===== config.mk =====
export PLATFORM = sky130hd
export DESIGN_NAME = scf_top
export DESIGN_NICKNAME = d
export VERILOG_FILES = /design/src/rtl/scf_pkg.sv /design/src/rtl/scf_timer_if.sv /design/src/rtl/scf_ramp_timer.sv /design/src/rtl/scf_top.sv
export SDC_FILE = /design/constraint.sdc
export NUM_CORES = 1
export LEC_CHECK = 0
export BUFFER_PORTS_ARGS = -buffer_cell sky130_fd_sc_hd__clkbuf_2
export CELL_PAD_IN_SITES_DETAIL_PLACEMENT = 0
export CELL_PAD_IN_SITES_GLOBAL_PLACEMENT = 1
export CORE_MARGIN = 2
export CORE_UTILIZATION = 44
export DETAILED_ROUTE_END_ITERATION = 16
export HOLD_SLACK_MARGIN = 0.15
export PLACE_DENSITY_LB_ADDON = 0.1
export SYNTH_ARGS = -nofsm -noshare
export SYNTH_HDL_FRONTEND = slang
export SYNTH_HIERARCHICAL = 1
export SYNTH_SLANG_ARGS = --single-unit

===== constraint.sdc =====
create_clock -name core_clk_i -period 4.5 [get_ports core_clk_i]
set_input_delay 0.9 -clock core_clk_i [delete_from_list [all_inputs] [get_ports core_clk_i]]
set_output_delay 0.9 -clock core_clk_i [all_outputs]
set_load 0.01 [all_outputs]

===== src/rtl/scf_pkg.sv =====
// Purpose: Shared constants for the four-phase slope compensation config block
// Assumes: Register port carries management-bus command codes and 16-bit words
// Notes:   Offsets are command codes; widths and positions per register layout
package scf_pkg;

	localparam int unsigned CMD_W          = 8;
	localparam int unsigned DATA_W         = 16;

	localparam logic [7:0]  CMD_SLEW_4P    = 8'hD4;
	localparam logic [7:0]  CMD_TIME_4P    = 8'hD5;

	localparam int unsigned CAP_LSB        = 6;
	localparam int unsigned CAP_W          = 3;
	localparam int unsigned CUR_LSB        = 0;
	localparam int unsigned CUR_W          = 6;
	localparam int unsigned SLEW_USED_W    = 9;
	localparam int unsigned LIMIT_LSB      = 0;
	localparam int unsigned LIMIT_W        = 8;

	localparam logic [15:0] SLEW_RESET     = 16'h0000;
	localparam logic [15:0] TIME_RESET     = 16'h0000;

	localparam logic [2:0]  FOUR_PHASES    = 3'h4;
	localparam int unsigned PHASE_W        = 3;

	// Ramp timer units
	localparam int unsigned LIMIT_STEP_NS  = 5;
	localparam int unsigned CLK_PERIOD_NS  = 40;
	localparam int unsigned ELAPSED_W      = 12;
	localparam logic [11:0] STEP_NS        = 12'(LIMIT_STEP_NS);
	localparam logic [11:0] TICK_NS        = 12'(CLK_PERIOD_NS);

	typedef enum logic [2:0] {
		SCF_IDLE = 3'b001,
		SCF_RAMP = 3'b010,
		SCF_HOLD = 3'b100
	} scf_state_e;

endpackage : scf_pkg


===== src/rtl/scf_timer_if.sv =====
// Purpose: Carries ramp timer control and status between the config and timer modules
// Assumes: Single clock domain
// Notes:   start is a one-cycle pulse
`timescale 1ns/1ps
interface scf_timer_if;
	logic                 start;
	logic                 active;
	logic [7:0]           limit;
	logic                 source_on;
	logic                 held;

	modport ctrl  (output start, output active, output limit, input source_on, input held);
	modport timer (input start, input active, input limit, output source_on, output held);
endinterface : scf_timer_if


===== src/rtl/scf_ramp_timer.sv =====
// Purpose: Times the slope compensation ramp and holds it when the limit is reached
// Assumes: Limit is counted in nanoseconds, advanced by one clock period per edge
// Notes:   Source stays on for ceil(limit*5/40) cycles, none when limit is zero
`timescale 1ns/1ps
module scf_ramp_timer
(
	input  wire logic     core_clk_i,
	input  wire logic     reset_n_i,
	scf_timer_if.timer    tmr
);

	scf_pkg::scf_state_e         state_q;
	scf_pkg::scf_state_e         state_d;
	logic [11:0]                 elapsed_q;
	logic [11:0]                 limit_ns;
	logic                        reached;

	// Limit in ns, 5 ns per count
	assign limit_ns = 12'({4'h0, tmr.limit} * scf_pkg::STEP_NS);
	assign reached  = (elapsed_q >= limit_ns);

	always_comb
	begin
		state_d = state_q;
		unique case (state_q)
			scf_pkg::SCF_IDLE:
			begin
				if (tmr.start && tmr.active)
					state_d = scf_pkg::SCF_RAMP;
			end
			scf_pkg::SCF_RAMP:
			begin
				if (!tmr.active)
					state_d = scf_pkg::SCF_IDLE;
				else if (tmr.start)
					state_d = scf_pkg::SCF_RAMP;
				else if (reached)
					state_d = scf_pkg::SCF_HOLD;
			end
			scf_pkg::SCF_HOLD:
			begin
				if (!tmr.active)
					state_d = scf_pkg::SCF_IDLE;
				else if (tmr.start)
					state_d = scf_pkg::SCF_RAMP;
			end
			default:
				state_d = scf_pkg::SCF_IDLE;
		endcase
	end

	always_ff @(posedge core_clk_i or negedge reset_n_i)
	begin
		if (!reset_n_i)
			state_q <= scf_pkg::SCF_IDLE;
		else
			state_q <= state_d;
	end

	// Restart at each four-phase blanking end (start), advance while ramping
	always_ff @(posedge core_clk_i or negedge reset_n_i)
	begin
		if (!reset_n_i)
			elapsed_q <= 12'h000;
		else if (tmr.start)
			elapsed_q <= 12'h000;
		else if (state_q == scf_pkg::SCF_RAMP && !reached)
			elapsed_q <= elapsed_q + scf_pkg::TICK_NS;
	end

	assign tmr.source_on = (state_q == scf_pkg::SCF_RAMP) && !reached;
	assign tmr.held      = (state_q == scf_pkg::SCF_HOLD);

endmodule : scf_ramp_timer


===== src/rtl/scf_top.sv =====
// Purpose: Four-phase slope compensation slew and ramp-time configuration
// Assumes: Management-bus command port is decoded elsewhere into code, strobes, data
// Notes:   Analog ramp circuitry sits outside; this block drives its codes and controls
//
// Summary of operation
// - Slew settings reach the ramp only while four phases are active.
// - Bits 15 to 9 of the slew register ignore writes and read as zero.
// - Bits 8 to 6 of the slew register form the capacitor code, 1.85 pF per step.
// - Bits 5 to 0 of the slew register form the current code, 0.25 uA per step.
// - Ramp voltage is current times (period/4 minus blank) over (8 minus cap code) units.
// - The four-phase ramp is limited in time by a timer loaded from the ramp-time register.
// - On timer expiry the current source switches off and the ramp voltage is held.
// - The ramp-time limit is bits 7 to 0, 5 ns per count.
`timescale 1ns/1ps
module scf_top
(
	input  wire logic                 core_clk_i,
	input  wire logic                 reset_n_i,
	input  wire logic [7:0]           cmd_code_i,
	input  wire logic                 cmd_wr_i,
	input  wire logic                 cmd_rd_i,
	input  wire logic [15:0]          cmd_wdata_i,
	output logic      [15:0]          cmd_rdata_o,
	output logic                      cmd_hit_o,
	input  wire logic [2:0]           phase_count_i,
	input  wire logic                 blank_end_i,
	output logic      [2:0]           cap_code_o,
	output logic      [5:0]           current_code_o,
	output logic                      current_en_o,
	output logic                      ramp_hold_o,
	output logic                      four_phase_o
);

	logic [8:0]                       slew_q;
	logic [7:0]                       limit_q;
	logic [8:0]                       slew_live_q;
	logic [7:0]                       limit_live_q;
	logic                             four_phase;
	logic                             wr_slew;
	logic                             wr_time;
	logic                             hit;
	logic [15:0]                      rd_word;

	scf_timer_if                      tmr_if ();

	assign four_phase = (phase_count_i == scf_pkg::FOUR_PHASES);
	assign wr_slew    = cmd_wr_i && (cmd_code_i == scf_pkg::CMD_SLEW_4P);
	assign wr_time    = cmd_wr_i && (cmd_code_i == scf_pkg::CMD_TIME_4P);
	assign hit        = (cmd_code_i == scf_pkg::CMD_SLEW_4P) ||
	                    (cmd_code_i == scf_pkg::CMD_TIME_4P);

	// Slew register: only low 9 bits are stored
	always_ff @(posedge core_clk_i or negedge reset_n_i)
	begin
		if (!reset_n_i)
			slew_q <= scf_pkg::SLEW_RESET[8:0];
		else if (wr_slew)
			slew_q <= cmd_wdata_i[8:0];
	end

	// Ramp-time register: only low 8 bits are stored
	always_ff @(posedge core_clk_i or negedge reset_n_i)
	begin
		if (!reset_n_i)
			limit_q <= scf_pkg::TIME_RESET[7:0];
		else if (wr_time)
			limit_q <= cmd_wdata_i[7:0];
	end

	// Settings take effect at blanking end so a ramp never changes slope midway
	always_ff @(posedge core_clk_i or negedge reset_n_i)
	begin
		if (!reset_n_i)
		begin
			slew_live_q  <= scf_pkg::SLEW_RESET[8:0];
			limit_live_q <= scf_pkg::TIME_RESET[7:0];
		end
		else if (blank_end_i && four_phase)
		begin
			slew_live_q  <= slew_q;
			limit_live_q <= limit_q;
		end
	end

	// Read path, reserved bits zero
	always_comb
	begin
		rd_word = 16'h0000;
		unique case (cmd_code_i)
			scf_pkg::CMD_SLEW_4P: rd_word = {7'h00, slew_q};
			scf_pkg::CMD_TIME_4P: rd_word = {8'h00, limit_q};
			default:              rd_word = 16'h0000;
		endcase
	end

	always_ff @(posedge core_clk_i or negedge reset_n_i)
	begin
		if (!reset_n_i)
		begin
			cmd_rdata_o <= 16'h0000;
			cmd_hit_o   <= 1'b0;
		end
		else if (cmd_rd_i)
		begin
			cmd_rdata_o <= rd_word;
			cmd_hit_o   <= hit;
		end
		else
			cmd_hit_o   <= 1'b0;
	end

	assign tmr_if.start  = blank_end_i && four_phase;
	assign tmr_if.active = four_phase;
	assign tmr_if.limit  = (blank_end_i && four_phase) ? limit_q : limit_live_q;

	scf_ramp_timer u_timer
	(
		.core_clk_i (core_clk_i),
		.reset_n_i  (reset_n_i),
		.tmr        (tmr_if.timer)
	);

	// Codes to the analog ramp; V = I*(Tsw/4 - Tblank)/((8 - cap)*Cunit)
	always_ff @(posedge core_clk_i or negedge reset_n_i)
	begin
		if (!reset_n_i)
		begin
			cap_code_o     <= 3'h0;
			current_code_o <= 6'h00;
			four_phase_o   <= 1'b0;
		end
		else if (four_phase)
		begin
			cap_code_o     <= slew_live_q[scf_pkg::CAP_LSB +: scf_pkg::CAP_W];
			current_code_o <= slew_live_q[scf_pkg::CUR_LSB +: scf_pkg::CUR_W];
			four_phase_o   <= 1'b1;
		end
		else
		begin
			cap_code_o     <= 3'h0;
			current_code_o <= 6'h00;
			four_phase_o   <= 1'b0;
		end
	end

	always_ff @(posedge core_clk_i or negedge reset_n_i)
	begin
		if (!reset_n_i)
		begin
			current_en_o <= 1'b0;
			ramp_hold_o  <= 1'b0;
		end
		else
		begin
			current_en_o <= tmr_if.source_on;
			ramp_hold_o  <= tmr_if.held;
		end
	end

endmodule : scf_top


; After elaboration in Yosys (flattened, before gate mapping)
; Cells that the tools add are included.
[classes]
eq_ne = 9
multipliers = 1
muxes = 15
addsub = 1
n_reduce_logical = 9
magnitude_cmp = 1
[op_table]
columns = cell, count
row1 = 12-bit two-way mux, 2
row2 = 3-bit two-way mux, 7
row3 = 9-bit one-hot mux with 2 select lines, 1
row4 = 8-bit == test (second input constant), 2
row5 = 12-bit by 6-bit adder with 12-bit output (second input constant), 1
row6 = 12-bit by 11-bit >= comparator with 1-bit output, 1
row7 = 8-bit by 3-bit multiplier with 11-bit output (second input constant), 1
row8 = 3-bit one-hot mux with 3 select lines, 1
row9 = 8-bit two-way mux, 1
row10 = 3-bit == test (second input constant), 2
row11 = 6-bit two-way mux, 1
row12 = 1-bit logical AND, 5
row13 = 4-bit by 2-bit != test with 1-bit output (second input constant), 1
row14 = 3-bit by 1-bit == test with 1-bit output (second input constant), 1
row15 = 3-bit by 2-bit == test with 1-bit output (second input constant), 1
row16 = 3-bit by 2-bit != test with 1-bit output (second input constant), 1
row17 = 3-bit AND reduction, 1
row18 = 1-bit two-way mux, 2
row19 = 2-bit by 1-bit != test with 1-bit output (second input constant), 1
row20 = 2-bit nonzero test, 1
row21 = 1-bit zero test, 1
row22 = 1-bit logical OR, 1
[word_totals]
elab_cells = 49
output_inout_bits = 29
register_bits = 78

; Longest topological paths before layout
; Gate-level depths: netlist of run 1.
[depth]
depth_word = 9
ltp_mapped = 20
depth_no_buf = 18

; Hierarchy
; The synthesis of run 1 kept the hierarchy.
[modules_own_cells]
columns = mod, n_inst, area_each_um2, seq_area_each_um2, cells_each
row1 = scf_top, 1, 2233.4, 1401.3, 150
row2 = scf_ramp_timer, 1, 1139.8, 301.5, 120

; Least setup slack after synthesis of run 1
; OpenSTA, ideal clock, no wires.
[synth_path]
path_type = in2reg
from = in phase_count_i[1]
to = reg u_timer.elapsed_q[9]
setup_ps = 127
t_required_ps = 4373
path_buffers = 2
slack_ps = -1024
stages = 20
t_arrival_ps = 5397
path_cell_list = nor3b_1 > and2_1 > buf_2 > buf_2 > mux2_2 > ha_1 > ha_1 > inv_1 > fa_1 > nor2b_1 > o21a_1 > o21ai_0 > nor4b_1 > a2111oi_0 > ha_1 > a21o_1 > a211o_1 > nor3_4 > and3b_1 > mux2_1
[synth_between]
elab_chain_len = 8
elab_cells_between_ends = 9
[synth_lines]
columns = item, line_no
row1 = from (decl), scf_top.sv:25  ; input wire logic [2:0] phase_count_i,
row2 = 3-bit == test, scf_top.sv:46  ; assign four_phase = (phase_count_i == scf_pkg::FOUR_PHASES);
row3 = 1-bit logical AND, scf_top.sv:112  ; assign tmr_if.start = blank_end_i && four_phase;
row4 = named net tmr_if.start, scf_timer_if.sv:6  ; logic start;
row5 = 8-bit two-way mux, scf_top.sv:114  ; assign tmr_if.limit = (blank_end_i && four_phase) ? limit_q : limit_live_q;
row6 = named net tmr_if.limit[3], scf_timer_if.sv:8  ; logic [7:0] limit;
row7 = 8-bit by 3-bit multiplier with 11-bit output, scf_ramp_timer.sv:19  ; assign limit_ns = 12'({4'h0, tmr.limit} * scf_pkg::STEP_NS);
row8 = 12-bit by 11-bit >= comparator with 1-bit output, scf_ramp_timer.sv:20  ; assign reached = (elapsed_q >= limit_ns);
row9 = 1-bit zero test, n/a
row10 = 1-bit logical AND, n/a
row11 = named net tmr_if.source_on, scf_timer_if.sv:9  ; logic source_on;
row12 = 2-bit nonzero test (no line), n/a
row13 = to (signal assigned), scf_ramp_timer.sv:68  ; elapsed_q <= elapsed_q + scf_pkg::TICK_NS;
row14 = to (decl), scf_ramp_timer.sv:14  ; logic [11:0] elapsed_q;
; The timed path passes the listed nets, and every way through them passes these cells.
; A chain may end at the register's enable or synchronous reset.

; Worst setup path after layout of run 1
[layout_path]
from = in phase_count_i[0]
to = reg u_timer.elapsed_q[9]
[layout_between]
elab_chain_len = 8
elab_cells_between_ends = 9
[layout_lines]
columns = item, line_no
row1 = 3-bit == test, scf_top.sv:46
row2 = 1-bit logical AND, scf_top.sv:114
row3 = 8-bit two-way mux, scf_top.sv:114
row4 = named net tmr_if.limit[3], scf_timer_if.sv:8
row5 = 8-bit by 3-bit multiplier with 11-bit output, scf_ramp_timer.sv:19
row6 = 12-bit by 11-bit >= comparator with 1-bit output, scf_ramp_timer.sv:20
row7 = 1-bit zero test, n/a
row8 = 1-bit logical AND, n/a
row9 = named net tmr_if.source_on, scf_timer_if.sv:9
row10 = 2-bit nonzero test (no line), n/a
; The timed path passes the listed nets, and every way through them passes these cells.

==> summary.txt, run 1 <==
Timing
  • Clk_skew: 0.008316 ns
  • Final period utilization: 1.038
  • RSZ-0062 raised after global routing: yes
  • Final hold violation count: 0
  • Minimum clock period: 4.671 ns
  • Max Clk Rate: 214.1 MHz
  • Slew Viols, Final: 0
  • Endpoints failing setup: 8
  • Total Neg Setup Slack: -0.6727 ns
  • Least-Margin Pin Slew: 0.7615 ns
  • Fin worst setup slack: -0.1711 ns
  • Relative slew slack: 0.4923

Clock tree
  • CTS H-tree lvls: 3
  • TritonCTS clock tree: yes
  • CTS clock-pin slew for the worst setup and hold paths: 0.08 ns
  • Clk_lat worst skew: 0.34 ns
  • Clock Path Buffers: 2
  • Clk sinks: 68
  • Root Buffer: clkbuf_8
  • Num CTS Buffers: 9

Pwr
  • Worst vdd ir: 0.1390 mV
  • Power density over the cells: 307.1 nW/µm²
  • Leakage Power: 2.199 nW
  • Design Power: 1.327 mW

Critical path
  • Crit path cell chain: buf_6, nor3b_4, and2_4, mux2_4, ha_4, ha_4, inv_2, fa_2, nor2b_1, o21a_1, o21ai_2, nor4b_4, a2111oi_4, ha_1, a21o_1, a211o_4, nor3_4, and3b_2, mux2_4
  • Setup crit end kind: flip-flop
  • FF-to-FF setup slack: 0.59 ns
  • Critical path's top delay family: simple AND/OR/NAND/NOR gates
  • Critical Path Sink: u_timer/elapsed_q[9]
  • Worst-path maximum fanout: 7
  • Worst R2R Start: limit_q[3]
  • CP Buf/Inv Count: 2
  • Setup CP Type: input pin to flip-flop
  • Crit start category: input pin
  • Critical path arrival: 4.90 ns
  • CP Data Required Time: 4.73 ns
  • Delay of the slowest critical-path stage: 0.36 ns
  • FF-to-FF End: u_timer/elapsed_q[9]
  • Worst r2r path cells: 16
  • Critical path depth: 19
  • Crit path max-delay cell type: a211o_4
  • Worst setup path startpoint: phase_count_i[0]

Final layout
  • # nets final: 408
  • Layout cells sized above 1: 0.4624
  • Finished Core Util: 0.5894
  • Ant. Diodes: 0
  • Area growth syn-to-layout: 28.08%

GRT
  • GR Overflow Total: 0
  • GRT Total Usage: 0.1748
  • First-pass GRT wire length: 11.40 mm
  • Grt met3 use: 0.05145
  • Vias in the first global route: 2,291
  • Met2 GRT Util: 0.2561
  • Pin count of the biggest net entering global routing: 37
  • Initial antenna violation count: 0
  • Met1 usage: 0.2511
  • Top Usage Layer GRT: met2

Outcome
  • Failing checks: negative setup slack
  • Status: complete, but fails checks

Route
  • WL/cell: 14.41 µm
  • Via density: 4.945
  • First-pass detailed-route iteration total: 4
  • DRC violations left: 0
  • Initial DRC Count: 73
  • Final WL: 6.598 mm
  • Number of routed nets with antenna violations: 0
  • Vias: 2,265

Placed design
  • # port buffers: 46
  • Dpl hpwl: 4.647 mm
  • Final GP Congestion: 0.7722

Floorplanning
  • Die width: 91.56 µm
  • Core ar.: 7331 µm²
  • Die height: 91.56 µm
  • Die area: 8383 µm²
  • Initial Util: 0.4601
  • Row count: 31
  • Io pins: 61

Synth
  • Avg Synthesized Cell Area: 12.49 µm²
  • Register area share after synthesis: 0.5048
  • Main flop type after synthesis: dfrtp_1
  • Post-synth EDFFs: 0
  • Yosys reg bits: 68
  • Synthesized instance count: 270
  • Cell area after synthesis: 3373 µm²
  • Synth unique cells: 53
  • Synth warn: 6
  • Async SR Flop Fraction: 1.000

Run
  • Maxcap violations: 0

Worst hold path
  • Hold Path Class: flip-flop to flip-flop
[metrics by stage]
| step | worst slack, ns | instances | instance area, µm² | hold WS, ns |
|---|---|---|---|---|
| after floorplan | -0.6038 | 276 | 3461 | 0.4494 |
| after detailed placement | -0.8052 | 435 | 3936 | 0.4679 |
| after global placement | -0.7332 | 435 | 3936 | 0.4601 |
| after global routing | -0.3596 | 458 | 4320 | 0.4943 |
| final | -0.1711 | 458 | 4320 | 0.4806 |
| after CTS | -0.1796 | 453 | 4224 | 0.4849 |
[cell usage in the layout, fill, tap and decap left out, types with 2 or more instances in the layout]
cell / count
nor2b_1: 3
buf_6: 3
nor4b_4: 2
ha_4: 4
mux2_4: 4
and3_1: 3
a21o_1: 3
nor3_4: 2
inv_1: 10
o2bb2ai_1: 9
clkbuf_8: 11
buf_4: 33
dfrtp_1: 67
a21oi_1: 6
xor2_1: 3
o21ai_0: 5
nand2_1: 11
ha_1: 17
xnor2_1: 3
nand2b_1: 2
nor2_1: 14
clkbuf_2: 44
o211a_1: 2
nand3b_1: 4
clkinv_4: 2
and2_1: 9
conb_1: 7
mux2_2: 39
[cell usage after synthesis (3+ instances only)]
| cell | n | area (µm²) |
|---|---|---|
| a21o_1 | 3 | 22.52 |
| a21oi_1 | 7 | 35.03 |
| and2_1 | 10 | 62.56 |
| and3_1 | 3 | 18.77 |
| buf_4 | 8 | 60.06 |
| clkbuf_1 | 4 | 15.01 |
| dfrtp_1 | 67 | 1677 |
| ha_1 | 21 | 262.8 |
| inv_1 | 11 | 41.29 |
| mux2_2 | 42 | 473.0 |
| nand2_1 | 11 | 41.29 |
| nand3b_1 | 4 | 30.03 |
| nor2_1 | 14 | 52.55 |
| nor2b_1 | 3 | 18.77 |
| o21ai_0 | 6 | 30.03 |
| o2bb2ai_1 | 9 | 78.83 |
| xnor2_1 | 4 | 35.03 |
| xor2_1 | 3 | 26.28 |
[area by class of cell]
| class | count | area (µm²) |
|---|---|---|
| Fill cell | 639 | 3010 |
| Multi-Input combinational cell | 182 | 1730 |
| Sequential cell | 68 | 1703 |
| Timing Repair Buffer | 81 | 506.7 |
| Clock buffer | 11 | 151.4 |
| Tap cell | 99 | 123.9 |
| Clock inverter | 5 | 60.06 |
| Inverter | 12 | 45.04 |
[report_power, final]
part	total, mW	internal (mW)	switching (mW)
clock	0.527	0.287	0.240
sequential	0.638	0.628	0.0103
combinational	0.162	0.0787	0.0829
[registers in the layout (all words and copies together) (netlist names), 3 cells and up]
register / cells
limit_live_q: 8
u_timer/elapsed_q: 9
slew_live_q: 9
limit_q: 8
cmd_rdata_o: 9
u_timer/state_q: 3
cap_code_o: 3
slew_q: 9
current_code_o: 6
[worst min path at each step]
stage | start | endpoint | slack [ns] | depth (start not counted)
after floorplan | slew_live_q[6] | cap_code_o[0] | 0.45 | 1
after global placement | slew_live_q[4] | current_code_o[4] | 0.46 | 1
after detailed placement | slew_live_q[1] | current_code_o[1] | 0.47 | 1
after CTS | slew_live_q[1] | current_code_o[1] | 0.48 | 1
after global routing | slew_live_q[2] | current_code_o[2] | 0.49 | 1
final | slew_live_q[2] | current_code_o[2] | 0.48 | 1
[metal layers]
metal	wire length [µm]	part of all wire	up-vias
met5	0	0	-
met4	41	0.0062	0
met3	245	0.037	4
met2	3045	0.46	39
met1	3266	0.49	1109
li1	-	-	1113
[kinds of logic (layout without fill, tap and decap cells)]
logic type | after synthesis | in the layout | share of synthesized area
XOR/XNOR | 7 | 7 | 0.01818
AO/OA/AOI/OAI | 37 | 37 | 0.08198
AND/OR/NAND/NOR | 64 | 64 | 0.1217
adder cells (fa/ha/maj) | 22 | 22 | 0.08383
other | 1 | 7 | 0.001112
flip-flops | 68 | 68 | 0.5048
multiplexers | 45 | 45 | 0.1499
buffers and inverters | 26 | 109 | 0.03857
[timing repair]
item                                    CTS  global route
pin swaps                                14            19
hold buffers                              0             0
resized for setup                        14             9
buffers inserted                          4             6
endpoints found under the setup margin   12            12
(Power assumes the default switching activity.)
==> run 2, diff against run 1 <==
--- a/config.mk
+++ b/config.mk
@@ -9,5 +9,5 @@
 export CELL_PAD_IN_SITES_DETAIL_PLACEMENT = 0
-export CELL_PAD_IN_SITES_GLOBAL_PLACEMENT = 1
+export CELL_PAD_IN_SITES_GLOBAL_PLACEMENT = 2
 export CORE_MARGIN = 2
-export CORE_UTILIZATION = 44
+export CORE_UTILIZATION = 37
 export DETAILED_ROUTE_END_ITERATION = 16
==> constraint.sdc (replaced) <==
create_clock -name core_clk_i -period 4.5 [get_ports core_clk_i]
set_input_delay 0.45 -clock core_clk_i [delete_from_list [all_inputs] [get_ports core_clk_i]]
set_output_delay 0.45 -clock core_clk_i [all_outputs]
set_load 0.01 [all_outputs]
==> run 2 against run 1 <==
Net effect:
- the run now ends clean
- sequential power hardly changed
- via count is 2.1% lower
- sequential cell count stayed put
- critical path depth stayed put
- clock power is 3% lower
- first-iteration DRC count is 27% lower
- cell area is 2.5% lower
- core utilization is 11 points lower
- setup slack better by 0.40 ns
- total power is 2.7% lower
- die area is 18% higher
- fmax is 9.2% higher
- largest cell class is now flip-flops and latches
==> summary.txt, run 2 (synthesized netlist as in run 1, its figures left out) <==
Outcome
  • Status: finished, final reports clean

Worst hold path
  • Hold Path Class: input pin to asynchronous set/reset pin

Final layout
  • # nets final: 403
  • Finished Cell Area: 4212 µm²
  • Finished Core Util: 0.4806
  • Layout cells sized above 1: 0.4463
  • Ant. Diodes: 0
  • Fillers: 823
  • Most frequent cells in the layout: dfrtp_1, clkbuf_2, mux2_2
  • Area growth syn-to-layout: 24.85%
  • Most common cell after layout, fill and taps aside: dfrtp_1

Timing
  • Final period utilization: 0.9502
  • Max Clk Rate: 233.9 MHz
  • Fin worst setup slack: 0.2243 ns
  • Final hold violation count: 0
  • RSZ-0062 raised after global routing: no
  • Hold WS: 0.2332 ns
  • Clk_skew: 0.005932 ns
  • Relative slew slack: 0.3951
  • Endpoints failing setup: 0
  • Minimum clock period: 4.276 ns
  • Least-Margin Pin Slew: 0.9073 ns
  • Slew Viols, Final: 0

Floorplanning
  • Io pins: 61
  • Core ar.: 8763 µm²
  • Die width: 99.48 µm
  • Die height: 99.48 µm
  • Initial Util: 0.3849
  • Row count: 34
  • Die area: 9896 µm²

Pwr
  • Leakage Power: 2.156 nW
  • Power density over the cells: 306.7 nW/µm²
  • Worst vdd ir: 0.1403 mV
  • Design Power: 1.292 mW

Route
  • DRC violations left: 0
  • Final WL: 6.477 mm
  • Initial DRC Count: 53
  • Vias: 2,217
  • Via density: 4.799
  • WL/cell: 14.02 µm
  • Number of routed nets with antenna violations: 0
  • First-pass detailed-route iteration total: 4

Critical path
  • Setup crit end kind: flip-flop
  • Delay of the slowest critical-path stage: 0.36 ns
  • FF-to-FF setup slack: 0.52 ns
  • Critical path depth: 19
  • CP Data Required Time: 4.73 ns
  • Critical path's top delay family: simple AND/OR/NAND/NOR gates
  • FF-to-FF End: u_timer/elapsed_q[9]
  • Critical Path Sink: u_timer/elapsed_q[9]
  • Worst setup path startpoint: phase_count_i[1]
  • Worst R2R Start: limit_q[3]
  • Setup CP Type: input pin to flip-flop
  • Critical path arrival: 4.51 ns
  • Crit start category: input pin
  • Crit path cell chain: buf_6, nor3b_4, and2_4, mux2_4, ha_4, ha_4, inv_2, fa_2, nor2b_1, o21a_1, o21ai_2, nor4b_4, a2111oi_2, ha_1, a21o_1, a211o_4, nor3_4, and3b_2, mux2_4
  • Worst-path maximum fanout: 7
  • CP Buf/Inv Count: 2
  • Crit path max-delay cell type: a211o_4
  • Worst r2r path cells: 16

Clock tree
  • TritonCTS clock tree: yes
  • CTS clock-pin slew for the worst setup and hold paths: 0.08 ns
  • Clk_lat worst skew: 0.34 ns
  • Root Buffer: clkbuf_8
  • Post-CTS Hold Buffers: 0
  • Clock Path Buffers: 2
  • CTS H-tree lvls: 3
  • Num CTS Buffers: 9
  • Clk sinks: 68

GRT
  • Vias in the first global route: 2,297
  • First-pass GRT wire length: 11.35 mm
  • GR Overflow Total: 0
  • GRT Total Usage: 0.1465
  • Pin count of the biggest net entering global routing: 43
  • Initial antenna violation count: 0

Placed design
  • # port buffers: 46
  • Dpl ws: -0.3424 ns
  • Cell area after placement: 3935 µm²
  • Final GP Congestion: 0.6790
  • Dpl hpwl: 4.789 mm

Run
  • Maxcap violations: 0
-- run 2: repair_timing --
item,in CTS,in global routing
pin swaps,1,13
setup endpoints to repair,1,11
buffers inserted,0,4
resized for setup,0,12
-- run 2: cell type report --
class                           count  area [µm²]  area share
Clock buffer                        9       123.9     0.02941
Sequential cell                    68        1703      0.4043
Timing Repair Buffer               76       461.7      0.1096
Inverter                           12       45.04     0.01070
Clock inverter                      7       75.07     0.01783
Tap cell                          108       135.1     0.03209
Multi-Input combinational cell    182        1668      0.3960
-- run 2: metal layers --
| metal | share of wire | wire length [µm] | global-route usage |
|---|---|---|---|
| met5 | 0 | 0 | 0 |
| met1 | 0.51 | 3316 | 0.2090 |
| met2 | 0.44 | 2850 | 0.2173 |
| met4 | 0.015 | 100 | 0.06112 |
| met3 | 0.032 | 209 | 0.03022 |
-- run 2: power breakdown --
part / switching [mW] / internal, mW / leakage [nW]
Combinational: 0.0735 / 0.0708 / 1.12
Clock: 0.251 / 0.259 / 0.0923
Sequential: 0.00989 / 0.628 / 0.941
Total: 0.335 / 0.957 / 2.16
-- run 2: worst min-delay path by stage --
stage	from	end	slack, ns	cells after the start
final	reset_n_i	current_code_o[4]	0.23	1
after global routing	reset_n_i	current_code_o[4]	0.31	1
after CTS	reset_n_i	current_code_o[4]	0.26	1
after detailed placement	slew_live_q[3]	current_code_o[3]	0.47	1
after global placement	slew_live_q[1]	current_code_o[1]	0.46	1
after floorplan	reset_n_i	cap_code_o[0]	0.15	0
-- run 2: worst reg2reg max path: cells and delay by family, from the launching register on --
kind,cells,cell delay [ns]
compound gates,5,1.05
fa+ha+maj,4,1.04
simple gates,4,0.76
mux,2,0.59
flops,1,0.40
buf+inv,1,0.03
-- run 2: per-stage QoR --
step / setup TNS, ns / instances
global placement: -2.679 / 443
floorplan: -0.2019 / 276
detailed placement: -2.271 / 443
global route: 0 / 462
finish: 0 / 462
CTS: 0 / 459
